==> src/include/cdb_pkg.sv <==
// Package for the counter/delay block with snapshot read-back.
// Assumes a single 200 MHz system clock; all slower rates are enables.
package cdb_pkg;
   localparam int CDB_CLK_MHZ = 200;
   localparam int CDB_CNT_W = 8;
   localparam logic [7:0] CDB_CNT_RST = 8'h00;
   localparam logic [7:0] CDB_SNAP_RST = 8'h00;
   // Glitch filter: pulses up to this width are removed
   localparam int CDB_FLT_NS = 10;
   localparam int CDB_FLT_PERIOD_NS = 60;
   localparam int CDB_FLT_CYC = (CDB_FLT_NS * CDB_CLK_MHZ + 999) / 1000 + 1;
   localparam int CDB_SYNC_STAGES = 2;
   // Clock source selection
   typedef enum logic [1:0] {
      CDB_SRC_OSC = 2'b00,
      CDB_SRC_MATRIX = 2'b01,
      CDB_SRC_OFF = 2'b10
   } cdb_src_e;
endpackage : cdb_pkg

==> src/rtl/cdb_counter_delay_block.sv <==
// Counter/delay block: 8-bit down counter with snapshot read-back
// and a glitch filter ahead of a delay stage.
// Assumes all inputs are synchronous to clk; the counting clock arrives
// as a level input sampled here and is turned into a count enable.
// Notes on behaviour
// - The 8-bit count is readable by the serial host.
// - A host read request latches the running count into a read-back register.
// - Snapshots never disturb counting.
// - Halting the clock lengthens the effective period by the read time.
// - Matrix source with nothing routed holds the counter clock low.
// - Counter reset passes two clk flip-flops that advance only on counting-clock edges.
// - Reset coinciding with a count edge still reloads data correctly.
// - Filter suppresses short glitches and sits ahead of the delay stage.
// - Filter blocks 10 ns pulses repeating every 60 ns.
`timescale 1ns/1ps
module cdb_counter_delay_block
   import cdb_pkg::*;
#(
   parameter int CNT_W = CDB_CNT_W
) (
   input wire logic clk,
   input wire logic rst_n,
   input wire logic osc_clk,
   input wire logic osc_on,
   input wire logic matrix_clk,
   input wire logic matrix_routed,
   input wire logic [1:0] src_sel,
   input wire logic [CNT_W-1:0] reload_data,
   input wire logic cnt_rst,
   input wire logic read_req,
   input wire logic flt_in,
   output logic [CNT_W-1:0] count_out,
   output logic [CNT_W-1:0] snap_out,
   output logic snap_valid,
   output logic cnt_pulse,
   output logic delay_out
);
   logic rst_s1_r, rst_s2_r;
   logic rst_sync_n;
   logic src_clk_r, src_prev_r;
   logic cnt_edge;
   logic rsync1_r, rsync2_r;
   logic rd_pend_r;
   logic [CNT_W-1:0] cnt_r;
   logic flt_out;
   logic flt_q_r;

   // Release reset through two flip-flops
   always_ff @(posedge clk or negedge rst_n) begin
      if (!rst_n) begin
         rst_s1_r <= 1'b0;
         rst_s2_r <= 1'b0;
      end else begin
         rst_s1_r <= 1'b1;
         rst_s2_r <= rst_s1_r;
      end
   end
   assign rst_sync_n = rst_s2_r;

   // Select counting clock; unrouted matrix input ties low
   always_ff @(posedge clk or negedge rst_sync_n) begin
      if (!rst_sync_n) begin
         src_clk_r <= 1'b0;
         src_prev_r <= 1'b0;
      end else begin
         src_prev_r <= src_clk_r;
         unique case (cdb_src_e'(src_sel))
            CDB_SRC_OSC: src_clk_r <= osc_clk & osc_on;
            CDB_SRC_MATRIX: src_clk_r <= matrix_clk & matrix_routed;
            default: src_clk_r <= 1'b0;
         endcase
      end
   end
   // One-cycle count enable; a gated clock that restarts high counts once
   assign cnt_edge = src_clk_r & ~src_prev_r;

   // Counter reset synchronised on counting edges, two stages
   always_ff @(posedge clk or negedge rst_sync_n) begin
      if (!rst_sync_n) begin
         rsync1_r <= 1'b0;
         rsync2_r <= 1'b0;
      end else if (cnt_edge) begin
         rsync1_r <= cnt_rst;
         rsync2_r <= rsync1_r;
      end
   end

   // Down counter; reset and reload are whole-word, never partial
   always_ff @(posedge clk or negedge rst_sync_n) begin
      if (!rst_sync_n) begin
         cnt_r <= CDB_CNT_RST;
         cnt_pulse <= 1'b0;
      end else begin
         cnt_pulse <= 1'b0;
         if (cnt_edge) begin
            if (rsync2_r) begin
               cnt_r <= reload_data;
            end else if (cnt_r == '0) begin
               cnt_r <= reload_data;
               cnt_pulse <= 1'b1;
            end else begin
               cnt_r <= cnt_r - 1'b1;
            end
         end
      end
   end

   // Live count, one clk behind the counter
   always_ff @(posedge clk or negedge rst_sync_n) begin
      if (!rst_sync_n) begin
         count_out <= CDB_CNT_RST;
      end else begin
         count_out <= cnt_r;
      end
   end

   // Snapshot taken away from count edges so the word is coherent
   always_ff @(posedge clk or negedge rst_sync_n) begin
      if (!rst_sync_n) begin
         rd_pend_r <= 1'b0;
         snap_out <= CDB_SNAP_RST;
         snap_valid <= 1'b0;
      end else begin
         snap_valid <= 1'b0;
         if ((read_req || rd_pend_r) && !cnt_edge) begin
            snap_out <= cnt_r;
            snap_valid <= 1'b1;
            rd_pend_r <= 1'b0;
         end else if (read_req) begin
            rd_pend_r <= 1'b1;
         end
      end
   end

   // Filter ahead of the delay stage
   cdb_glitch_filter #(.STABLE_CYC(CDB_FLT_CYC)) u_flt (
      .clk(clk),
      .rst_n(rst_sync_n),
      .din(flt_in),
      .dout(flt_out)
   );

   // Delay stage: one count period behind, only filtered input reaches it
   always_ff @(posedge clk or negedge rst_sync_n) begin
      if (!rst_sync_n) begin
         flt_q_r <= 1'b0;
         delay_out <= 1'b0;
      end else begin
         flt_q_r <= flt_out;
         if (cnt_pulse) begin
            delay_out <= flt_q_r;
         end
      end
   end

   snap_match_a: assert property (@(posedge clk) disable iff (!rst_sync_n)
      snap_valid |-> snap_out == $past(cnt_r))
      else $error("snapshot does not match count");
   snap_within_a: assert property (@(posedge clk) disable iff (!rst_sync_n)
      read_req |-> ##[1:2] snap_valid)
      else $error("snapshot not taken in time");
   count_hold_a: assert property (@(posedge clk) disable iff (!rst_sync_n)
      !$past(cnt_edge) |-> $stable(cnt_r))
      else $error("count moved without an edge");
   unrouted_low_a: assert property (@(posedge clk) disable iff (!rst_sync_n)
      src_sel == CDB_SRC_MATRIX && !matrix_routed |=> !src_clk_r)
      else $error("unrouted source not held low");
   rst_two_a: assert property (@(posedge clk) disable iff (!rst_sync_n)
      $rose(rsync2_r) |-> $past(rsync1_r))
      else $error("reset skipped a stage");
   reload_ok_a: assert property (@(posedge clk) disable iff (!rst_sync_n)
      cnt_edge && rsync2_r |=> cnt_r == $past(reload_data))
      else $error("reset reload wrong");
   count_out_a: assert property (@(posedge clk) disable iff (!rst_sync_n)
      ##1 count_out == $past(cnt_r))
      else $error("count output stale");
   dec_step_a: assert property (@(posedge clk) disable iff (!rst_sync_n)
      cnt_edge && !rsync2_r && cnt_r != '0 |=> cnt_r == $past(cnt_r) - 1'b1)
      else $error("count step wrong");


   // Snapshot path: word holds between snapshots, deferral lasts one cycle
   snap_hold_a: assert property (@(posedge clk) disable iff (!rst_sync_n)
      !snap_valid |-> $stable(snap_out))
      else $error("snapshot changed without a read");
   pend_once_a: assert property (@(posedge clk) disable iff (!rst_sync_n)
      rd_pend_r |=> !rd_pend_r)
      else $error("deferred read held too long");
   edge_single_a: assert property (@(posedge clk) disable iff (!rst_sync_n)
      cnt_edge |=> !cnt_edge)
      else $error("count enable longer than one cycle");

   // Counting, source gating and reset stages
   wrap_load_a: assert property (@(posedge clk) disable iff (!rst_sync_n)
      cnt_edge && !rsync2_r && cnt_r == '0 |=> cnt_pulse && cnt_r == $past(reload_data))
      else $error("wrap did not reload");
   pulse_one_a: assert property (@(posedge clk) disable iff (!rst_sync_n)
      cnt_pulse |=> !cnt_pulse)
      else $error("wrap pulse too long");
   osc_gate_a: assert property (@(posedge clk) disable iff (!rst_sync_n)
      src_sel == CDB_SRC_OSC && !osc_on |=> !src_clk_r)
      else $error("halted oscillator still counts");
   off_low_a: assert property (@(posedge clk) disable iff (!rst_sync_n)
      src_sel != CDB_SRC_OSC && src_sel != CDB_SRC_MATRIX |=> !src_clk_r)
      else $error("source off not held low");
   rst_hold_a: assert property (@(posedge clk) disable iff (!rst_sync_n)
      !$past(cnt_edge) |-> $stable(rsync2_r))
      else $error("reset stage moved without an edge");

   // Delay stage only moves on a wrap, from the filtered input
   delay_hold_a: assert property (@(posedge clk) disable iff (!rst_sync_n)
      !$past(cnt_pulse) |-> $stable(delay_out))
      else $error("delay output moved without a wrap");
   dly_src_a: assert property (@(posedge clk) disable iff (!rst_sync_n)
      cnt_pulse |=> delay_out == $past(flt_q_r))
      else $error("delay output not from filter");

   // Main scenarios
   read_cov: cover property (@(posedge clk) snap_valid);
   wrap_cov: cover property (@(posedge clk) cnt_pulse);
   coinc_cov: cover property (@(posedge clk) read_req && cnt_edge);
   dly_cov: cover property (@(posedge clk) $rose(delay_out));
   defer_cov: cover property (@(posedge clk) rd_pend_r);
endmodule : cdb_counter_delay_block

==> src/rtl/cdb_glitch_filter.sv <==
// Glitch filter placed ahead of a delay cell.
// Assumes input synchronous to clk; output follows input only after it
// has been stable for more than the suppress width.
`timescale 1ns/1ps
module cdb_glitch_filter
   import cdb_pkg::*;
#(
   parameter int STABLE_CYC = CDB_FLT_CYC
) (
   input wire logic clk,
   input wire logic rst_n,
   input wire logic din,
   output logic dout
);
   logic [7:0] run_r;
   logic last_r;

   // Count how long the input has held its level
   always_ff @(posedge clk or negedge rst_n) begin
      if (!rst_n) begin
         run_r <= 8'h00;
         last_r <= 1'b0;
      end else begin
         last_r <= din;
         if (din != last_r) begin
            run_r <= 8'h00;
         end else if (run_r != 8'hff) begin
            run_r <= run_r + 8'h01;
         end
      end
   end

   // Short pulses never reach the count, so they never pass
   always_ff @(posedge clk or negedge rst_n) begin
      if (!rst_n) begin
         dout <= 1'b0;
      end else if (din == last_r && run_r >= 8'(STABLE_CYC - 1)) begin
         dout <= din;
      end
   end

   flt_block_a: assert property (@(posedge clk) disable iff (!rst_n)
      $rose(dout) |-> $past(din, 3) && $past(din, 2) && $past(din, 1))
      else $error("filter passed a short pulse");
endmodule : cdb_glitch_filter

==> config.mk <==
export PLATFORM = sky130hd
export DESIGN_NAME = cdb_counter_delay_block
export DESIGN_NICKNAME = d
export VERILOG_FILES = /design/src/include/cdb_pkg.sv /design/src/rtl/cdb_counter_delay_block.sv /design/src/rtl/cdb_glitch_filter.sv
export SDC_FILE = /design/constraint.sdc
export NUM_CORES = 1
export LEC_CHECK = 0
export CAP_MARGIN = 20
export CELL_PAD_IN_SITES_DETAIL_PLACEMENT = 0
export CELL_PAD_IN_SITES_GLOBAL_PLACEMENT = 1
export CORE_MARGIN = 2
export CORE_UTILIZATION = 52
export DETAILED_ROUTE_END_ITERATION = 12
export DONT_BUFFER_PORTS = 1
export GPL_ROUTABILITY_DRIVEN = 0
export PLACE_DENSITY_LB_ADDON = 0.1
export SLEW_MARGIN = 10
export SYNTH_ARGS = -nofsm -noshare
export SYNTH_HDL_FRONTEND = slang
export SYNTH_SLANG_ARGS = --single-unit
==> constraint.sdc <==
create_clock -name clk -period 2.45 [get_ports clk]
set_input_delay 0.49 -clock clk [delete_from_list [all_inputs] [get_ports clk]]
set_output_delay 0.49 -clock clk [all_outputs]
set_load 0.01 [all_outputs]
=== Yosys cells after proc, flatten, opt, wreduce, memory -nomap -nowiden ===
Index checks and enable logic that the tools add are counted.
Widths: inputs -> output; s select.

* Register bits: 45
* Output and inout bits: 19

* $add $sub $neg: 2
* Reduce and logical (&&, ||, !) cells: 8
* Bitwise gates (word level): 4
* Equality and inequality tests: 4
* $lt $le $gt $ge: 1
* Multiplexer cells: 11

{| class="wikitable"
|+ Operators by type and width
! cell !! count
|-
| $mux 8 || 4
|-
| $add 8x1->8 const B || 1
|-
| $ge 8x2->1 const B || 1
|-
| $logic_not 8->1 || 1
|-
| $ne 8x8->1 const B || 1
|-
| $sub 8x1->8 const B || 1
|-
| $mux 1 || 6
|-
| $reduce_bool 2->1 || 2
|-
| $and 1x1->1 || 3
|-
| $eq 2x1->1 const B || 1
|-
| $logic_and 1x1->1 || 2
|-
| $logic_not 2->1 || 1
|-
| $pmux 1 s2 || 1
|-
| $eq 1x1->1 || 1
|-
| $logic_not 1->1 || 1
|-
| $logic_or 1x1->1 || 1
|-
| $ne 1x1->1 || 1
|-
| $not 1->1 || 1
|}

=== Depth between registers and ports, before layout ===
* Depth after elaboration: 5
* Mapped depth: 6

=== Cells and area by module ===
From an unflattened synthesis, not the netlist that was laid out.

* Cell total of the unflattened synthesis: 168
* Area, all modules: 1969.4 um^2

{| class="wikitable"
|+ Modules (own cells, without submodules)
! module !! cells each !! times used !! area each (um^2)
|-
| cdb_counter_delay_block || 110 || 1 || 1392.6
|-
| cdb_glitch_filter || 58 || 1 || 576.8
|}

=== Least setup slack after synthesis ===
OpenSTA, ideal clock, no wires.

* Path kind: flip-flop to flip-flop
* Start point: register cnt_r[0]
* End point: register cnt_r[4]
* Setup time: 124 ps
* Path slack: 841 ps
* Cell stages (with the launch flop): 7
* Arrival: 1486 ps
* Required time: 2326 ps
* Clock period less this slack: 1609 ps
* Path through: dfrtp_1 -> inv_1 -> ha_1 -> or3b_1 -> or3b_1 -> o21ai_0 -> a2bb2oi_1

* Word-level cells in the longest chain between the ends: 3
* Elaborated cells between the ends (all ways): 4

{| class="wikitable"
|+ RTL lines
! what !! RTL line !! source
|-
| start: declaration || cdb_counter_delay_block.sv:44 || <nowiki>logic [CNT_W-1:0] cnt_r;</nowiki>
|-
| start signal: assignment || cdb_counter_delay_block.sv:97 || <nowiki>cnt_r <= reload_data;</nowiki>
|-
| start signal: assignment || cdb_counter_delay_block.sv:99 || <nowiki>cnt_r <= reload_data;</nowiki>
|-
| start signal: assignment || cdb_counter_delay_block.sv:102 || <nowiki>cnt_r <= cnt_r - 1'b1;</nowiki>
|-
| $sub 8x1->8 / $logic_not 8->1 (equally long branches) || cdb_counter_delay_block.sv:102, cdb_counter_delay_block.sv:98 ||
|-
| $mux 8 * || cdb_counter_delay_block.sv:98 || <nowiki>end else if (cnt_r == '0) begin</nowiki>
|-
| $mux 8 * || cdb_counter_delay_block.sv:96 || <nowiki>if (rsync2_r) begin</nowiki>
|}

Every way passes the cells marked *; elsewhere a longest branch is shown, timed or not.
A chain may end at the register's enable or synchronous reset.

=== Worst setup path after layout ===
* Start point: register src_clk_r
* End point: register snap_out[4]

* Word-level cells in the longest chain between the ends: 3

{| class="wikitable"
|+ RTL lines
! what !! RTL line !! source
|-
| start: declaration || cdb_counter_delay_block.sv:40 || <nowiki>logic src_clk_r, src_prev_r;</nowiki>
|-
| start signal: assignment || cdb_counter_delay_block.sv:68 || <nowiki>CDB_SRC_OSC: src_clk_r <= osc_clk & osc_on;</nowiki>
|-
| start signal: assignment || cdb_counter_delay_block.sv:69 || <nowiki>CDB_SRC_MATRIX: src_clk_r <= matrix_clk & matrix_routed;</nowiki>
|-
| $and 1x1->1 || cdb_counter_delay_block.sv:75 || <nowiki>assign cnt_edge = src_clk_r & ~src_prev_r;</nowiki>
|-
| $logic_not 1->1 || cdb_counter_delay_block.sv:125 || <nowiki>if ((read_req || rd_pend_r) && !cnt_edge) begin</nowiki>
|-
| $logic_and 1x1->1 || cdb_counter_delay_block.sv:125 ||
|-
| end signal: assignment || cdb_counter_delay_block.sv:126 || <nowiki>snap_out <= cnt_r;</nowiki>
|-
| end: declaration || cdb_counter_delay_block.sv:33 || <nowiki>output logic [CNT_W-1:0] snap_out,</nowiki>
|}

Every way passes these cells.

==> results.json <==
{
  "ys.flop_type": "dfrtp_1",
  "clock-sinks": 45,
  "cts_hold_buf": 1,
  "setup_tns_ns": 0,
  "maxCapViolCount": 0,
  "clkLatencyLatePin_ns": 0.36,
  "final_area_um2": 2040,
  "finalMaxSlewViolations": 0,
  "fmax_ghz": 0.561,
  "ys_ff_latch": 45,
  "dpl_worst_slack_ns": 0.692,
  "cts_tree": "built",
  "comb_power_share_pct": 16.2,
  "pin_count": 38,
  "num_rows": 21,
  "via_per_inst": 5.67,
  "die_h_um": 64.5,
  "die_w_um": 64.5,
  "gr-total-overflow": 0,
  "dp_hpwl_um": 2460,
  "cp_max_fo": 13,
  "p_leak_nw": 0.877,
  "antenna_found_initial": 0,
  "cts_resized": 0,
  "avgSynthCellArea_um2": 11.6,
  "pwr_density_cell_nw_per_um2": 1000,
  "clock_skew_ns": 0.0145,
  "drtIter0Drc": 75,
  "clockRootBuffer": "clkbuf_4",
  "synth_area_um2": 1910,
  "cell_internal_pwr_mw": 1.35,
  "min-delay-path-class": "input port to flop",
  "irDropWorstVdd_v": 0.000526,
  "hold_viol": 0,
  "yosysWarnings": 0,
  "layoutNonFillerInstCount": 216,
  "synth_cell_types": 44,
  "startpoint_type": "flop",
  "finalPower_mw": 2.04,
  "endpoint_kind": "flop",
  "antenna_left": 0,
  "numCtsBuffers": 5,
  "synthArstFlopShare_pct": 100,
  "grt_usage_pct": 18.7,
  "numPortBuffers": 0,
  "ctsLongestPathBuffers": 2,
  "slew_headroom_pct": 40.7,
  "floorplan.initialDensity_pct": 55.8,
  "drc": 0,
  "ys_seq_area_share_pct": 59.1,
  "setup_violations": 0,
  "num_vias": 1224,
  "max_slew.worst_pin.slew_ns": 0.889,
  "synth-edff-count": 0,
  "outcome": "finished clean",
  "syn_to_final_growth_pct": 6.89,
  "final_nets": 192,
  "dieArea_um2": 4160,
  "rsz0062_at_grt": "no",
  "criticalPathCategory": "flop to flop",
  "worst_slack_ns": 0.667,
  "num-fill-cells": 292,
  "dp_cells": 207,
  "htreeDepth": 2,
  "clkPwrFrac_pct": 22.3,
  "routed_wl_um": 3520,
  "finalCriticalPeriod_ns": 1.78,
  "grt_pass1_vias": 1218,
  "post-cts-setup-buffers": 0,
  "antenna_cells": 0,
  "fin_crit_sh_pct": 72.8,
  "final_util_pct": 59.6,
  "sw_frac_of_total_pct": 33.9,
  "whs_ns": 0.148,
  "power_switching_mw": 0.693,
  "clkTransAtPathRegs_ns": 0.13,
  "required_ns": 2.69,
  "cp.arrival_ns": 2.03,
  "drive_above_1_share_pct": 12.9,
  "syn_nets": 187,
  "synthCells": 164,
  "placed_area_um2": 1950,
  "first_pass_iters": 4,
  "seq_power_share_pct": 61.5,
  "grt_max_degree": 44,
  "wire_per_inst_um": 16.3,
  "grt_pass1_wl_um": 5830,
  "core-area_um2": 3420
}
==> power groups by stage <==
stage	clock (mW)	sequential (mW)	combinational, mW
detailed placement	0	1.28	0.328
floorplan	0	1.19	0.286
finish	0.456	1.26	0.332
global route	0.501	1.29	0.375
CTS	0.467	1.26	0.335
global placement	0	1.26	0.314
==> critical path, stage by stage (launching register included) <==
cell and delay [ns]:
dfrtp_1 0.42, and2b_1 0.34, nor2_2 0.51, mux2_2 0.40
==> final timing paths <==
| kind | from | to | slack (ns) | cells after the start |
|---|---|---|---|---|
| worst max-delay path | src_clk_r$_DFF_PN0_ | snap_out[4]$_DFFE_PN0P_ | 0.67 | 3 |
| worst min-delay path | flt_in | u_flt.last_r$_DFF_PN0_ | 0.15 | 0 |
| max in group asynchronous | rst_s2_r$_DFF_PN0_ | count_out[3]$_DFF_PN0_ | 1.49 | 0 |
| worst min register to register | rst_s1_r$_DFF_PN0_ | rst_s2_r$_DFF_PN0_ | 0.38 | 0 |
| worst max register to register | src_clk_r$_DFF_PN0_ | snap_out[4]$_DFFE_PN0P_ | 0.67 | 3 |
| min in group asynchronous | rst_n | rst_s2_r$_DFF_PN0_ | 0.35 | 1 |
==> cell usage in the layout, fill, tap and decap left out, drive strengths merged, types with 3 or more instances in the layout <==
cell type / count
mux2: 9
nor3b: 3
nor4: 5
a2bb2oi: 3
nand3: 10
dfrtp: 45
clkbuf: 6
ha: 4
nand2: 12
o21ai: 8
inv: 7
nor3: 4
a21oi: 10
nor2: 11
==> per-layer routing <==
layer / vias up / global-route usage (%) / routed length (µm)
met5: - / 0 / 0
met1: 590 / 23.8 / 1560
met3: 4 / 6.77 / 224
li1: 596 / - / -
met4: 0 / 6.38 / 35
met2: 34 / 29.8 / 1690
==> state kept, by name (all words and copies together), names as in the netlist, 8 cells and up <==
register,count
count_out,8
cnt_r,8
u_flt.run_r,8
snap_out,8
==> cell type report <==
type | count | area (µm²) | area share, %
Clock buffer | 6 | 41.3 | 2.03
Clock inverter | 2 | 38.8 | 1.90
Inverter | 7 | 26.3 | 1.29
Multi-Input combinational cell | 109 | 736 | 36.1
Sequential cell | 45 | 1130 | 55.3
Tap cell | 46 | 57.6 | 2.83
Timing Repair Buffer | 1 | 10.0 | 0.491
==> logic make-up (layout without fill, tap and decap cells) <==
kind of cell             count (synthesis)  count (layout)  synth area share (%)
buffers and inverters                   10              16                  2.30
multiplexers                            10              10                  5.84
flip-flops                              45              45                  59.1
adder cells (fa/ha/maj)                  4               4                  2.63
AO/OA/AOI/OAI                           32              32                  11.2
XOR/XNOR                                 4               4                  1.84
AND/OR/NAND/NOR                         58              58                  16.9
other                                    1               1                 0.197
==> cells in the mapped netlist, types with 2 or more instances <==
library cell,number,area (µm²)
a2bb2oi_1,3,26.3
nor3b_1,3,22.5
nor2_1,10,37.5
ha_1,4,50.1
nand2_1,12,45.0
mux2_2,9,101
nor4_1,4,25.0
nand3b_1,2,15.0
xnor2_1,2,17.5
or3b_1,2,17.5
nand4_1,2,12.5
a21oi_1,9,45.0
nand3_1,10,50.1
buf_2,2,10.0
inv_1,7,26.3
dfrtp_1,45,1130
nor3_1,4,20.0
xor2_1,2,17.5
o21ai_0,7,35.0
Note: power is estimated with default switching activity, not from simulation.
